[config.mk]
export PLATFORM = sky130hd
export DESIGN_NAME = range_monitor
export DESIGN_NICKNAME = d
export VERILOG_FILES = /design/src/scan_types_pkg.sv /design/src/scan_period_timer.sv /design/src/range_classifier.sv /design/src/range_monitor.sv
export VERILOG_INCLUDE_DIRS = /design/src
export SDC_FILE = /design/constraint.sdc
export NUM_CORES = 1
export LEC_CHECK = 0
export BUFFER_PORTS_ARGS = -buffer_cell sky130_fd_sc_hd__buf_4
export CAP_MARGIN = 30
export CORE_MARGIN = 3
export CORE_UTILIZATION = 45
export DETAILED_ROUTE_END_ITERATION = 16
export GPL_ROUTABILITY_DRIVEN = 0
export GPL_TIMING_DRIVEN = 0
export PLACE_DENSITY = 0.68
export SYNTH_ARGS = -nofsm -noshare
export SYNTH_HDL_FRONTEND = slang
export SYNTH_SLANG_ARGS = --single-unit
[constraint.sdc]
create_clock -name ref_clk -period 5.6 [get_ports ref_clk]
set_input_delay 0.56 -clock ref_clk [delete_from_list [all_inputs] [get_ports ref_clk]]
set_output_delay 0.56 -clock ref_clk [all_outputs]
set_load 0.1 [all_outputs]
[src/scan_range_params.svh]
// Offsets, field positions, reset values and timings in ns of the range monitor
`ifndef SCAN_RANGE_PARAMS_SVH
`define SCAN_RANGE_PARAMS_SVH

// ====================================================================
// Timing
`define CLK_PERIOD_NS      4
`define BASE_PERIOD_NS     1000000
`define EVENT_EXTRA_NS     150000

// ====================================================================
// Register offsets
`define REG_CTRL           8'h00
`define REG_SELFCAL        8'h04
`define REG_IRQ_STAT       8'h08
`define REG_IRQ_MASK       8'h0c
`define REG_CH_BASE        8'h10
`define REG_CH_STRIDE      8'h10
`define REG_CH_CFG         8'h00
`define REG_CH_LOW_OFF     8'h04
`define REG_CH_UP_OFF      8'h08
`define REG_CH_ALIGN       8'h0c
`define REG_MEAS_BASE      8'h50
`define REG_FLAG_BASE      8'h60

// ====================================================================
// Fields
`define CTRL_SCAN_EN_BIT   0
`define CTRL_EVT_LSB       4
`define CFG_SUP_BIT        4
`define IRQ_DONE_BIT       4
`define REF_CHAN           3'h4

// ====================================================================
// Scale and reset values
`define NORM_MAX           18'sh02710
`define NORM_MIN_BIP       18'sh3d8f0
`define NORM_SPAN          18'sh02710
`define REF_EXPECT         18'sh01388
`define LOW_OFF_RST        16'hfb1e
`define UP_OFF_RST         16'h04e2

`endif

[src/scan_types_pkg.sv]
// Types shared by the range monitor modules
package scan_types_pkg;

    typedef enum logic [2:0] {
        RANGE_BIP_10V = 3'h0,
        RANGE_0_10V   = 3'h1,
        RANGE_0_5V    = 3'h2,
        RANGE_1_5V    = 3'h3,
        RANGE_0_20MA  = 3'h4,
        RANGE_4_20MA  = 3'h5
    } range_t;

    typedef enum logic [1:0] {
        ST_IDLE = 2'h0,
        ST_CONV = 2'h1,
        ST_WAIT = 2'h2,
        ST_NEXT = 2'h3
    } scan_state_t;

    typedef struct packed {
        logic        [15:0] meas;
        logic               lo_tol;
        logic               up_tol;
        logic               fault;
        logic               under;
        logic               over;
    } class_res_t;

    typedef struct packed {
        logic signed [17:0] value;
        logic signed [17:0] vmin;
        logic signed [17:0] vmax;
        logic signed [17:0] lo_off;
        logic signed [17:0] up_off;
        logic               sup_en;
    } class_req_t;

endpackage : scan_types_pkg

[src/scan_period_timer.sv]
// Scan period divider: one tick per acquisition cycle
`timescale 1ns/1ns
module scan_period_timer
    import scan_types_pkg::*;
(
    input  wire logic        ref_clk,
    input  wire logic        sys_rst,
    input  wire logic        enable,
    input  wire logic [19:0] period_cyc,
    output logic             tick
);
    logic [19:0] cnt_q;

    // Counts period_cyc cycles per tick
    always_ff @(posedge ref_clk) begin
        if (sys_rst || !enable) begin
            cnt_q <= 20'h00000;
            tick  <= 1'b0;
        end else if (cnt_q >= period_cyc - 20'h00001) begin
            cnt_q <= 20'h00000;
            tick  <= 1'b1;
        end else begin
            cnt_q <= cnt_q + 20'h00001;
            tick  <= 1'b0;
        end
    end
endmodule : scan_period_timer

[src/range_classifier.sv]
// Area classification and clamping of one corrected measurement
`timescale 1ns/1ns
module range_classifier
    import scan_types_pkg::*;
(
    input  wire logic       ref_clk,
    input  wire logic       sys_rst,
    input  wire logic       req_valid,
    input  class_req_t      req,
    output logic            res_valid,
    output class_res_t      res
);
    logic signed [17:0] up_thr;
    logic signed [17:0] lo_thr;

    assign up_thr = req.vmax + req.up_off;
    assign lo_thr = req.vmin + req.lo_off;

    // Five areas, clamp past thresholds
    always_ff @(posedge ref_clk) begin
        if (sys_rst) begin
            res_valid <= 1'b0;
            res       <= '0;
        end else begin
            res_valid <= req_valid;
            if (req_valid) begin
                res.lo_tol <= req.value < req.vmin && req.value >= lo_thr;
                res.up_tol <= req.value > req.vmax && req.value <= up_thr;
                res.under  <= req.sup_en && req.value < lo_thr;
                res.over   <= req.sup_en && req.value > up_thr;
                res.fault  <= req.sup_en && (req.value < lo_thr || req.value > up_thr);
                if (req.value > up_thr) begin
                    res.meas <= up_thr[15:0];
                end else if (req.value < lo_thr) begin
                    res.meas <= lo_thr[15:0];
                end else begin
                    res.meas <= req.value[15:0];
                end
            end
        end
    end

    a_clamp_upper: assert property (@(posedge ref_clk) disable iff (sys_rst)
        req_valid && req.value > up_thr |=> res.meas == $past(up_thr[15:0]))
        else $error("Overflow value not clamped");
    a_fault_gated: assert property (@(posedge ref_clk) disable iff (sys_rst)
        req_valid && !req.sup_en |=> !res.fault && !res.under && !res.over)
        else $error("Fault flags set without supervision");
endmodule : range_classifier

[src/range_monitor.sv]
// Four channel scan sequencer, calibration and range monitor top
`timescale 1ns/1ns
`include "scan_range_params.svh"
module range_monitor
    import scan_types_pkg::*;
#(
    parameter logic [19:0] BASE_CYC  = 20'(`BASE_PERIOD_NS / `CLK_PERIOD_NS),
    parameter logic [19:0] EXTRA_CYC = 20'(`EVENT_EXTRA_NS / `CLK_PERIOD_NS)
) (
    input  wire logic        ref_clk,
    input  wire logic        sys_rst,
    input  wire logic [7:0]  addr,
    input  wire logic [31:0] wdata,
    input  wire logic        wr_stb,
    input  wire logic        rd_stb,
    output logic      [31:0] rdata,
    output logic             conv_start,
    output logic      [2:0]  conv_chan,
    input  wire logic        conv_done,
    input  wire logic [15:0] conv_data,
    output logic      [3:0]  lower_tolerance_flag,
    output logic      [3:0]  upper_tolerance_flag,
    output logic      [3:0]  range_fault_flag,
    output logic      [3:0]  underflow_indicator,
    output logic      [3:0]  overflow_indicator,
    output logic      [3:0]  channel_fault_flag,
    output logic             irq
);
    // ================================================================
    // Helpers
    function automatic logic signed [17:0] clamp_off(input logic [15:0] v,
                                                     input logic       upper);
        logic signed [17:0] s;
        logic signed [17:0] lim;
        s   = 18'(signed'(v));
        lim = `NORM_SPAN >>> 2;
        if (upper) begin
            clamp_off = (s < 18'sh0) ? 18'sh0 : ((s > lim) ? lim : s);
        end else begin
            clamp_off = (s > 18'sh0) ? 18'sh0 : ((s < -lim) ? -lim : s);
        end
    endfunction : clamp_off

    function automatic logic signed [17:0] range_min(input range_t r);
        range_min = (r == RANGE_BIP_10V) ? `NORM_MIN_BIP : 18'sh0;
    endfunction : range_min

    // ================================================================
    // Registers
    logic               scan_en_q;
    logic [3:0]         evt_en_q;
    range_t             range_q [4];
    logic [3:0]         sup_en_q;
    logic signed [17:0] lo_off_q [4];
    logic signed [17:0] up_off_q [4];
    logic signed [15:0] align_q [4];
    logic signed [17:0] selfcal_q;
    logic [15:0]        meas_q [4];
    logic [4:0]         irq_stat_q;
    logic [4:0]         irq_mask_q;
    logic [4:0]         irq_set;
    logic               wr_ctrl;
    logic [1:0]         ch_sel;
    logic               ch_hit;
    logic               meas_hit;
    logic               flag_hit;

    assign ch_sel   = addr[5:4] - 2'h1;
    assign ch_hit   = addr >= `REG_CH_BASE && addr < `REG_MEAS_BASE;
    assign meas_hit = addr[7:4] == `REG_MEAS_BASE >> 4;
    assign flag_hit = addr[7:4] == `REG_FLAG_BASE >> 4;
    assign wr_ctrl  = wr_stb && addr == `REG_CTRL;

    // Global control
    always_ff @(posedge ref_clk) begin
        if (sys_rst) begin
            scan_en_q <= 1'b0;
            evt_en_q  <= 4'h0;
        end else if (wr_ctrl) begin
            scan_en_q <= wdata[`CTRL_SCAN_EN_BIT];
            evt_en_q  <= wdata[`CTRL_EVT_LSB +: 4];
        end
    end

    // Per channel configuration, offsets held inside their limits
    always_ff @(posedge ref_clk) begin
        if (sys_rst) begin
            for (int i = 0; i < 4; i++) begin
                range_q[i]  <= RANGE_BIP_10V;
                sup_en_q[i] <= 1'b0;
                lo_off_q[i] <= 18'(signed'(16'(`LOW_OFF_RST)));
                up_off_q[i] <= 18'(signed'(16'(`UP_OFF_RST)));
                align_q[i]  <= 16'sh0;
            end
        end else if (wr_stb && ch_hit) begin
            case (addr[3:0])
                `REG_CH_CFG: begin
                    range_q[ch_sel]  <= (wdata[2:0] > 3'h5) ? RANGE_BIP_10V
                                                            : range_t'(wdata[2:0]);
                    sup_en_q[ch_sel] <= wdata[`CFG_SUP_BIT];
                end
                `REG_CH_LOW_OFF: lo_off_q[ch_sel] <= clamp_off(wdata[15:0], 1'b0);
                `REG_CH_UP_OFF:  up_off_q[ch_sel] <= clamp_off(wdata[15:0], 1'b1);
                `REG_CH_ALIGN:   align_q[ch_sel]  <= signed'(wdata[15:0]);
                default: ;
            endcase
        end
    end

    // ================================================================
    // Scan period
    logic [19:0] period_cyc;
    logic        tick;

    assign period_cyc = BASE_CYC + EXTRA_CYC * 20'($countones(evt_en_q));

    scan_period_timer u_timer (
        .ref_clk    (ref_clk),
        .sys_rst    (sys_rst),
        .enable     (scan_en_q),
        .period_cyc (period_cyc),
        .tick       (tick)
    );

    // ================================================================
    // Scan sequencer
    scan_state_t state_q;
    logic        pend_q;
    logic [2:0]  chan_q;
    logic        req_valid_q;
    class_req_t  req_q;
    logic        res_valid;
    class_res_t  res;
    logic [1:0]  res_ch_q;
    logic signed [17:0] corr;

    assign corr = 18'(signed'(conv_data)) + 18'(align_q[chan_q[1:0]]) + selfcal_q;

    always_ff @(posedge ref_clk) begin
        if (sys_rst) begin
            state_q     <= ST_IDLE;
            pend_q      <= 1'b0;
            chan_q      <= 3'h0;
            conv_start  <= 1'b0;
            conv_chan   <= 3'h0;
            req_valid_q <= 1'b0;
            req_q       <= '0;
            res_ch_q    <= 2'h0;
            selfcal_q   <= 18'sh0;
        end else begin
            conv_start  <= 1'b0;
            req_valid_q <= 1'b0;
            if (tick) begin
                pend_q <= 1'b1;
            end
            case (state_q)
                ST_IDLE: begin
                    if (tick || pend_q) begin
                        pend_q  <= 1'b0;
                        chan_q  <= 3'h0;
                        state_q <= ST_CONV;
                    end
                end
                ST_CONV: begin
                    conv_start <= 1'b1;
                    conv_chan  <= chan_q;
                    state_q    <= ST_WAIT;
                end
                ST_WAIT: begin
                    if (conv_done) begin
                        if (chan_q == `REF_CHAN) begin
                            selfcal_q <= `REF_EXPECT - 18'(signed'(conv_data));
                        end else begin
                            req_valid_q  <= 1'b1;
                            res_ch_q     <= chan_q[1:0];
                            req_q.value  <= corr;
                            req_q.vmin   <= range_min(range_q[chan_q[1:0]]);
                            req_q.vmax   <= `NORM_MAX;
                            req_q.lo_off <= lo_off_q[chan_q[1:0]];
                            req_q.up_off <= up_off_q[chan_q[1:0]];
                            req_q.sup_en <= sup_en_q[chan_q[1:0]];
                        end
                        state_q <= ST_NEXT;
                    end
                end
                ST_NEXT: begin
                    if (chan_q == `REF_CHAN) begin
                        state_q <= ST_IDLE;
                    end else begin
                        chan_q  <= chan_q + 3'h1;
                        state_q <= ST_CONV;
                    end
                end
                default: state_q <= ST_IDLE;
            endcase
        end
    end

    range_classifier u_class (
        .ref_clk   (ref_clk),
        .sys_rst   (sys_rst),
        .req_valid (req_valid_q),
        .req       (req_q),
        .res_valid (res_valid),
        .res       (res)
    );

    // ================================================================
    // Status per channel, refreshed on every conversion of channels 0 to 3
    always_ff @(posedge ref_clk) begin
        if (sys_rst) begin
            lower_tolerance_flag <= 4'h0;
            upper_tolerance_flag <= 4'h0;
            range_fault_flag     <= 4'h0;
            underflow_indicator  <= 4'h0;
            overflow_indicator   <= 4'h0;
            channel_fault_flag   <= 4'h0;
            for (int i = 0; i < 4; i++) begin
                meas_q[i] <= 16'h0000;
            end
        end else if (res_valid) begin
            lower_tolerance_flag[res_ch_q] <= res.lo_tol;
            upper_tolerance_flag[res_ch_q] <= res.up_tol;
            range_fault_flag[res_ch_q]     <= res.fault;
            underflow_indicator[res_ch_q]  <= res.under;
            overflow_indicator[res_ch_q]   <= res.over;
            channel_fault_flag[res_ch_q]   <= res.fault;
            meas_q[res_ch_q]               <= res.meas;
        end
    end

    // ================================================================
    // Interrupts: fault onset per channel, scan complete
    always_comb begin
        irq_set = 5'h00;
        if (res_valid && res.fault && !range_fault_flag[res_ch_q]) begin
            irq_set[res_ch_q] = 1'b1;
        end
        irq_set[`IRQ_DONE_BIT] = state_q == ST_NEXT && chan_q == `REF_CHAN;
    end

    always_ff @(posedge ref_clk) begin
        if (sys_rst) begin
            irq_stat_q <= 5'h00;
            irq_mask_q <= 5'h00;
            irq        <= 1'b0;
        end else begin
            if (wr_stb && addr == `REG_IRQ_STAT) begin
                irq_stat_q <= (irq_stat_q & ~wdata[4:0]) | irq_set;
            end else begin
                irq_stat_q <= irq_stat_q | irq_set;
            end
            if (wr_stb && addr == `REG_IRQ_MASK) begin
                irq_mask_q <= wdata[4:0];
            end
            irq <= |(irq_stat_q & irq_mask_q);
        end
    end

    // ================================================================
    // Read port
    always_ff @(posedge ref_clk) begin
        if (sys_rst) begin
            rdata <= 32'h00000000;
        end else if (rd_stb) begin
            rdata <= 32'h00000000;
            if (addr == `REG_CTRL) begin
                rdata <= {24'h000000, evt_en_q, 3'h0, scan_en_q};
            end else if (addr == `REG_SELFCAL) begin
                rdata <= {14'h0000, selfcal_q};
            end else if (addr == `REG_IRQ_STAT) begin
                rdata <= {27'h0000000, irq_stat_q};
            end else if (addr == `REG_IRQ_MASK) begin
                rdata <= {27'h0000000, irq_mask_q};
            end else if (ch_hit) begin
                case (addr[3:0])
                    `REG_CH_CFG:     rdata <= {27'h0, sup_en_q[ch_sel], 1'b0, range_q[ch_sel]};
                    `REG_CH_LOW_OFF: rdata <= {{14{lo_off_q[ch_sel][17]}}, lo_off_q[ch_sel]};
                    `REG_CH_UP_OFF:  rdata <= {14'h0000, up_off_q[ch_sel]};
                    `REG_CH_ALIGN:   rdata <= {{16{align_q[ch_sel][15]}}, align_q[ch_sel]};
                    default:         rdata <= 32'h00000000;
                endcase
            end else if (meas_hit) begin
                rdata <= {{16{meas_q[addr[3:2]][15]}}, meas_q[addr[3:2]]};
            end else if (flag_hit) begin
                rdata <= {26'h0, channel_fault_flag[addr[3:2]], overflow_indicator[addr[3:2]],
                          underflow_indicator[addr[3:2]], range_fault_flag[addr[3:2]],
                          upper_tolerance_flag[addr[3:2]], lower_tolerance_flag[addr[3:2]]};
            end
        end
    end

    // ================================================================
    // Checks
    logic [19:0] gap_q;
    logic [2:0]  prev_chan_q;
    logic        evt_chg_q;

    // Period under test is void if control was written since the last tick
    always_ff @(posedge ref_clk) begin
        if (sys_rst) begin
            evt_chg_q <= 1'b0;
        end else if (wr_ctrl) begin
            evt_chg_q <= 1'b1;
        end else if (tick) begin
            evt_chg_q <= 1'b0;
        end
    end

    always_ff @(posedge ref_clk) begin
        if (sys_rst || !scan_en_q || tick) begin
            gap_q <= 20'h00000;
        end else begin
            gap_q <= gap_q + 20'h00001;
        end
        if (sys_rst) begin
            prev_chan_q <= 3'h0;
        end else if (conv_start) begin
            prev_chan_q <= conv_chan;
        end
    end

    a_period_len: assert property (@(posedge ref_clk) disable iff (sys_rst)
        tick && !evt_chg_q && $stable(evt_en_q) && $past(tick, 1) == 1'b0 && gap_q != 20'h0
        |-> gap_q == period_cyc - 20'h00001)
        else $error("Scan period length wrong");
    a_order_ascending: assert property (@(posedge ref_clk) disable iff (sys_rst)
        conv_start && conv_chan != 3'h0 |-> conv_chan == prev_chan_q + 3'h1)
        else $error("Channels out of order");
    a_first_chan: assert property (@(posedge ref_clk) disable iff (sys_rst)
        state_q == ST_IDLE && tick |=> ##1 conv_start && conv_chan == 3'h0)
        else $error("Scan did not start at channel 0");
    a_lower_tol: assert property (@(posedge ref_clk) disable iff (sys_rst)
        res_valid |=> lower_tolerance_flag[$past(res_ch_q)] == $past(res.lo_tol))
        else $error("Lower tolerance flag not updated");
    a_upper_tol: assert property (@(posedge ref_clk) disable iff (sys_rst)
        res_valid |=> upper_tolerance_flag[$past(res_ch_q)] == $past(res.up_tol))
        else $error("Upper tolerance flag not updated");
    a_status_refresh: assert property (@(posedge ref_clk) disable iff (sys_rst)
        req_valid_q |=> res_valid ##1 range_fault_flag[res_ch_q] == $past(res.fault))
        else $error("Status not refreshed after conversion");
    a_offset_limit: assert property (@(posedge ref_clk) disable iff (sys_rst)
        lo_off_q[0] <= 18'sh0 && lo_off_q[0] >= -18'sd2500 &&
        up_off_q[0] >= 18'sh0 && up_off_q[0] <= 18'sd2500)
        else $error("Threshold offset outside limits");
    a_selfcal_ref: assert property (@(posedge ref_clk) disable iff (sys_rst)
        state_q == ST_WAIT && conv_done && chan_q == `REF_CHAN
        |=> selfcal_q == `REF_EXPECT - 18'(signed'($past(conv_data))))
        else $error("Self calibration not taken from reference");
    a_irq_level: assert property (@(posedge ref_clk) disable iff (sys_rst)
        ##1 irq == $past(|(irq_stat_q & irq_mask_q)))
        else $error("Interrupt level mismatch");
endmodule : range_monitor

Word level (Yosys, flattened, before mapping). Memories as Yosys holds them, arrays and structs flattened. A register that Yosys moved wholly into a read port is not among the register bits. Cells that the tools add are included.

Bits in registers: 188. Memory bits (writable): 284. Input port bits: 61. Word-level logic and storage cells: 244. Memories: 5.

Memory list: lo_off_q (words 4, width 18, read ports 2, clocked after Yosys merged registers in 1, wr ports 4, RTL line range_monitor.sv:54) `logic signed [17:0] lo_off_q [4];`; up_off_q (words 4, width 18, read ports 2, clocked after Yosys merged registers in 1, wr ports 4, RTL line range_monitor.sv:55) `logic signed [17:0] up_off_q [4];`; align_q (words 4, width 16, read ports 2, clocked after Yosys merged registers in 1, wr ports 4, RTL line range_monitor.sv:56) `logic signed [15:0] align_q [4];`; meas_q (words 4, width 16, read ports 1, clocked after Yosys merged registers in 0, wr ports 4, RTL line range_monitor.sv:58) `logic [15:0] meas_q [4];`; range_q (words 4, width 3, read ports 2, clocked after Yosys merged registers in 1, wr ports 4, RTL line range_monitor.sv:52) `range_t range_q [4];`.

Add/sub/neg operators: 13. $mul: 1. Order comparisons: 21. Eq/ne operators: 15. Multiplexer cells: 108. Bitwise operators: 8. Reduce and logical (&&, ||, !) cells: 39.

Operator list (count): 18-bit 2-to-1 mux (13); 32-bit 2-to-1 mux (6); 32-bit case mux with 4 select lines (1); 16-bit 2-to-1 mux (4); 1-bit 2-to-1 mux (45); 18-bit less-than comparator (2); 18-bit OR reduction (2); 16-bit OR reduction (2); 4-bit bitwise mux (7); 2-bit 2-to-1 mux (11); 18-bit by 19-bit adder with 20-bit output (first input constant) (1); 20-bit by 1-bit adder with 20-bit output (second input constant) (1); 20-bit greater-or-equal comparator (1); 20-bit by 1-bit subtractor with 20-bit output (second input constant) (1); 15-bit by 18-bit adder with 18-bit output (1); 17-bit by 18-bit adder with 18-bit output (1); 18-bit adder (1); 1-bit binary-select mux with 2-bit select (9); 18-bit greater-or-equal comparator (1); 18-bit by 15-bit greater-than comparator with 1-bit output (1); 18-bit greater-than comparator (1); 18-bit less-or-equal comparator (1); 16-bit by 16-bit adder with 17-bit output (1); 14-bit by 3-bit multiplier with 17-bit output (first input constant) (1); 47 further kinds (90).

Depth between registers and ports, before layout.
Depth after elaboration: 9. Depth in mapped cells: 26. Mapped depth without buffers: 25.

Hierarchy. A second synthesis with hierarchy kept.

Cell total of the unflattened synthesis: 2602. Area total of the unflattened synthesis: 26964.6 sq um.

Modules (own cells, without submodules): range_monitor (instances 1, cells each 1824, area an instance 20832.5 sq um); range_classifier (instances 1, cells each 582, area an instance 4490.6 sq um); scan_period_timer (instances 1, cells each 196, area an instance 1641.6 sq um).

Least setup slack after synthesis. No wires, ideal clock.

Path type: flip-flop to flip-flop. From: register evt_en_q[0]. To: register u_timer.cnt_q[10]. Library setup time: 0.065 ns. Data arrival time: 5.127 ns. Slack: 0.407 ns. Stages on the path, launching flop included: 26. Period minus slack after synthesis: 5.193 ns. Path through: dfxtp_1 -> fa_1 -> ha_1 -> ha_1 -> clkbuf_1 -> nand2_1 -> nand2b_1 -> inv_1 -> fa_1 -> nor2b_1 -> o21ai_0 -> a21oi_1 -> o21ai_0 -> a22oi_1 -> nor3_1 -> a221oi_1 -> nor2_1 -> ha_1 -> a21o_1 -> a21oi_1 -> nor2b_1 -> a2111oi_0 -> o221a_2 -> o21ai_0 -> clkbuf_1 -> nor2_1.

Longest elaborated chain between the ends: 7.

RTL lines: from (decl) (RTL line range_monitor.sv:51) `logic [3:0] evt_en_q;`; from (signal assigned) (RTL line range_monitor.sv:81) `` evt_en_q <= wdata[`CTRL_EVT_LSB +: 4]; ``; 1-bit by 1-bit adder with 2-bit output (implied by the code) (RTL line range_monitor.sv:115) `assign period_cyc = BASE_CYC + EXTRA_CYC * 20'($countones(evt_en_q));`; 2-bit by 2-bit adder with 3-bit output (implied by the code) (RTL line range_monitor.sv:115); 14-bit by 3-bit multiplier with 17-bit output (RTL line range_monitor.sv:115); 18-bit by 19-bit adder with 20-bit output (RTL line range_monitor.sv:115); 20-bit by 1-bit subtractor with 20-bit output (RTL line scan_period_timer.sv:19) `end else if (cnt_q >= period_cyc - 20'h00001) begin`; 20-bit greater-or-equal comparator (RTL line scan_period_timer.sv:19); 2-bit OR reduction (no line); to (signal assigned) (RTL line scan_period_timer.sv:23) `cnt_q <= cnt_q + 20'h00001;`; to (decl) (RTL line scan_period_timer.sv:12) `logic [19:0] cnt_q;`.

Every way passes these cells. A chain may end at the register's enable or synchronous reset.

Final worst setup path.
From: register evt_en_q[0]. To: register u_timer.cnt_q[4].

Same word-level chain as after synthesis.

==> summary.md <==
| Metric | Value |
|---|---|
| Outcome | finished clean |
| Initial antenna violation count | 0 |
| Max-Cap Viols | 0 |
| DRC viols | 0 |
| Worst Clk Skew | between 0.015 and 0.02 ns |
| Clock Latency Late Sink | about 0.6 ns |
| Clock Path Buffers | 3 |
| Transition time of the tightest slew-check pin | 1.02 ns |
| Mean Syn Cell Area | ~11 sq um |
| Starting DRT DRC Count | around 2,300 |
| Die footprint | just under 60,000 sq um |
| Synth warn | 0 |
| Worst hold path class | input port to flop |
| Worst EP required | 6.12 ns |
| Post-route cell area | 28,200 sq um |
| Critical path class | flop to flop |
| Input/output buffers | 104 |
| Root Buffer | clkbuf_16 |
| Clk slew on worst S/H paths | approximately 0.060 ns |
| Area leader, netlist | edfxtp_1 |
| Register area share after synthesis | 46.9% |
| Tot Pwr | between 8000 and 9000 uW |
| Post-synth top area share | 31.9% |
| Setup_tns | 0 ns |
| Relative slew margins | about a third |
| Post-detailed-routing wire length | ~80,000 microns |
| Final Hold Fails | 0 |
| Clock sink count | about 450 |
| DP HPWL | about 60,000 microns |
| Row Count | 85 |
| Minimum clock period | 5.50 ns |
| Die width | 241 microns |
| Met3 usage | approximately 8% |
| Vias in the first global route | approximately 19,000 |
| CP max FO | 10 |
| Met2 usage | approximately 43% |
| Fillers | roughly 4,800 |
| Routed len/inst | about 25 microns |
| Area grow syn2layout | 13.6% |
| Remaining Overflow, GRT | 0 |
| Diode count | 0 |
| Distinct cell type count after synthesis | 77 |
| TritonCTS Buffers | 48 |
| RR Startpoint | evt_en_q[0]$_SDFFE_PP0P_ |
| #FFs+latches synth | between 400 and 500 |
| CP startpoint | evt_en_q[0]$_SDFFE_PP0P_ |
| CP Launch Type | flop |
| Grt peak-use layer | met2 |
| Io pins | about 120 |
| CTS tree | yes |
| DR vias/cell | between 6 and 7 |
| Synthesized area | 24,800 sq um |
| Vias | ~19,000 |
| GR Util met1 | between 30% and 40% |
| Antenna-violating nets left | 0 |
| Dominant synthesized flop cell | edfxtp_1 |
| Post-synth EDFFs | approximately 260 |
| Post-DP Area | approximately 27,000 sq um |
| First-pass GRT wire length | 116,000 microns |
| Layout Nets | around 2,600 |
| Fmax | roughly 0.18 GHz |
| Worst setup EP type | flop |
| Layout cells sized above 1 | 15.8% |
| Final Max Slew Viols | 0 |
| Leak | around 0.011 uW |
| Peak supply drop | 0.000238 V |
| FFs w/ async S/R, synth | 0% |
| Pre-CTS WS | -0.562 ns |
| Final Worst Setup Slack | approximately 0.1 ns |
| Area contributors post-synth | edfxtp_1, dfxtp_1, mux4_2, ha_1, nand2_1 |
| Mapped Cells | approximately 2,300 |
| Drt first pass iters | 6 |
| Pin count of the biggest net entering global routing | 17 |
| Core box area | 54,200 sq um |
| H-tree levels | 2 |
| Initial Util | ~46% |
| WP data arrival | 6.02 ns |
| Final setup fails | 0 |
| Die H | roughly 240 microns |
| All-layer global routing usage | between 20% and 30% |
| PwrDens | around 290 nW/um^2 |
| Fin util | around half |
| Final Cycle Share | 98.2% |
| Hold path start | conv_data[0] |
[kinds of logic after synthesis]
kind of cell	after synthesis	share of synthesized area, %
AO/OA/AOI/OAI	361	9.43
XOR/XNOR	66	2.33
adder cells (fa/ha/maj)	145	7.98
buffers and inverters	211	4.01
flip-flops	449	46.9
multiplexers	184	13.9
other	1	0.0151
AND/OR/NAND/NOR	842	15.5
[synth_stat cells (all sizes together), types with 4 or more instances]
library cell,number
nor3,35
a211o,7
mux2i,50
o221ai,8
o21bai,10
a211oi,15
o22ai,4
mux2,13
a21o,33
dfxtp,185
a21oi,131
xor2,32
inv,76
nand2b,35
nand4,17
nand3,45
a222oi,10
fa,22
clkbuf,78
mux4,121
o31a,6
o21ai,64
o211ai,7
edfxtp,264
or3,11
o21a,6
xnor2,34
buf,55
nor3b,11
a22oi,18
a221o,7
nand2,273
nor2b,28
ha,123
and2,55
and3,31
o2111ai,5
or2,8
nand3b,5
o31ai,4
nor4,12
nor2,270
[stage by stage]
stage	cells	hold WS, ns
global placement	3070	0.443
CTS	3165	0.240
global route	3169	0.256
detailed placement	3071	0.455
floorplan	2270	0.430
finish	3169	0.260
[placed cells by master (no fill, tap or decap), types with 18 or more instances in the layout]
cell	n
nand2_1	273
nor2_1	269
edfxtp_1	264
dfxtp_1	183
buf_4	139
a21oi_1	130
ha_1	119
mux4_2	103
clkbuf_1	79
inv_1	76
o21ai_0	55
and2_1	55
clkbuf_16	51
mux2i_1	50
nand3_1	44
nand2b_1	35
xnor2_1	33
nor3_1	33
a21o_1	32
xor2_1	32
and3_1	31
nor2b_1	28
fa_1	22
mux4_1	18
[path summary, 6_finish.rpt]
check | to | slack (ns) | depth (start not counted)
worst min-delay path | selfcal_q[0]$_SDFFE_PP0P_ | 0.26 | 3
worst max-delay path | u_timer.cnt_q[4]$_SDFF_PP0_ | 0.1 | 25
worst min register to register | rdata[1]$_SDFFE_PP0P_ | 0.46 | 2
worst max register to register | u_timer.cnt_q[4]$_SDFF_PP0_ | 0.1 | 25
[state kept, by name, indices dropped and copies added (netlist names), 5 cells and up, named ones only]
name,flops
up_off_q,60
lo_off_q,64
req_q,52
align_q,64
meas_q,64
irq_stat_q,5
range_q,12
irq_mask_q,5
u_class.res,21
rdata,18
u_timer.cnt_q,20
selfcal_q,17
[area by class of cell]
| cell class | count | area, sq um | area share [%] |
|---|---|---|---|
| inverters | 78 | 293 | 1.04 |
| clock inverters | 29 | 168 | 0.594 |
| well taps | 696 | 871 | 3.09 |
| multi-input cells | 1610 | 12300 | 43.6 |
| repair buffers | 115 | 878 | 3.11 |
| plain buffers | 132 | 709 | 2.52 |
| flip-flops and latches | 449 | 11600 | 41.2 |
| clock buffers | 60 | 1340 | 4.75 |
[per-layer routing]
layer / part of all wire, % / up-vias
met5: 0 / -
met4: 4.3 / 0
met3: 11 / 213
met2: 45 / 1027
met1: 40 / 9605
li1: - / 8593
[repair_timing]
| action | 4_1_cts | 5_1_grt |
|---|---|---|
| pin swaps | 2 | 2 |
| hold buffers | 0 | 0 |
| setup buffers | 6 | 2 |
| endpoints found under the setup margin | 21 | 21 |
| resized for setup | 9 | 17 |
[power by group]
| part | leakage [uW] | internal [uW] | switching [uW] | total (uW) |
|---|---|---|---|---|
| clock network | 0.000742 | 1700 | 1370 | 3070 |
| logic | 0.00586 | 530 | 882 | 1410 |
| registers | 0.00409 | 3600 | 62.0 | 3660 |
| total | 0.0107 | 5830 | 2320 | 8150 |
[critical path, stage by stage, from the launching register on]
cell and delay (ns):
dfxtp_1 0.36, fa_1 0.54, ha_2 0.24, ha_4 0.30
clkbuf_4 0.19, nand2_1 0.11, nand2b_1 0.13, inv_1 0.10
fa_1 0.47, nor2b_1 0.16, o21ai_2 0.08, a21oi_2 0.14
o21ai_0 0.11, a22oi_2 0.32, nor3_4 0.10, a221oi_2 0.23
nor2_1 0.08, ha_1 0.29, a21o_1 0.18, a21oi_1 0.14
nor2b_1 0.08, a2111oi_2 0.36, o221a_2 0.29, o21ai_0 0.11
buf_4 0.21, nor2_1 0.11
(Power assumes the default switching activity.)
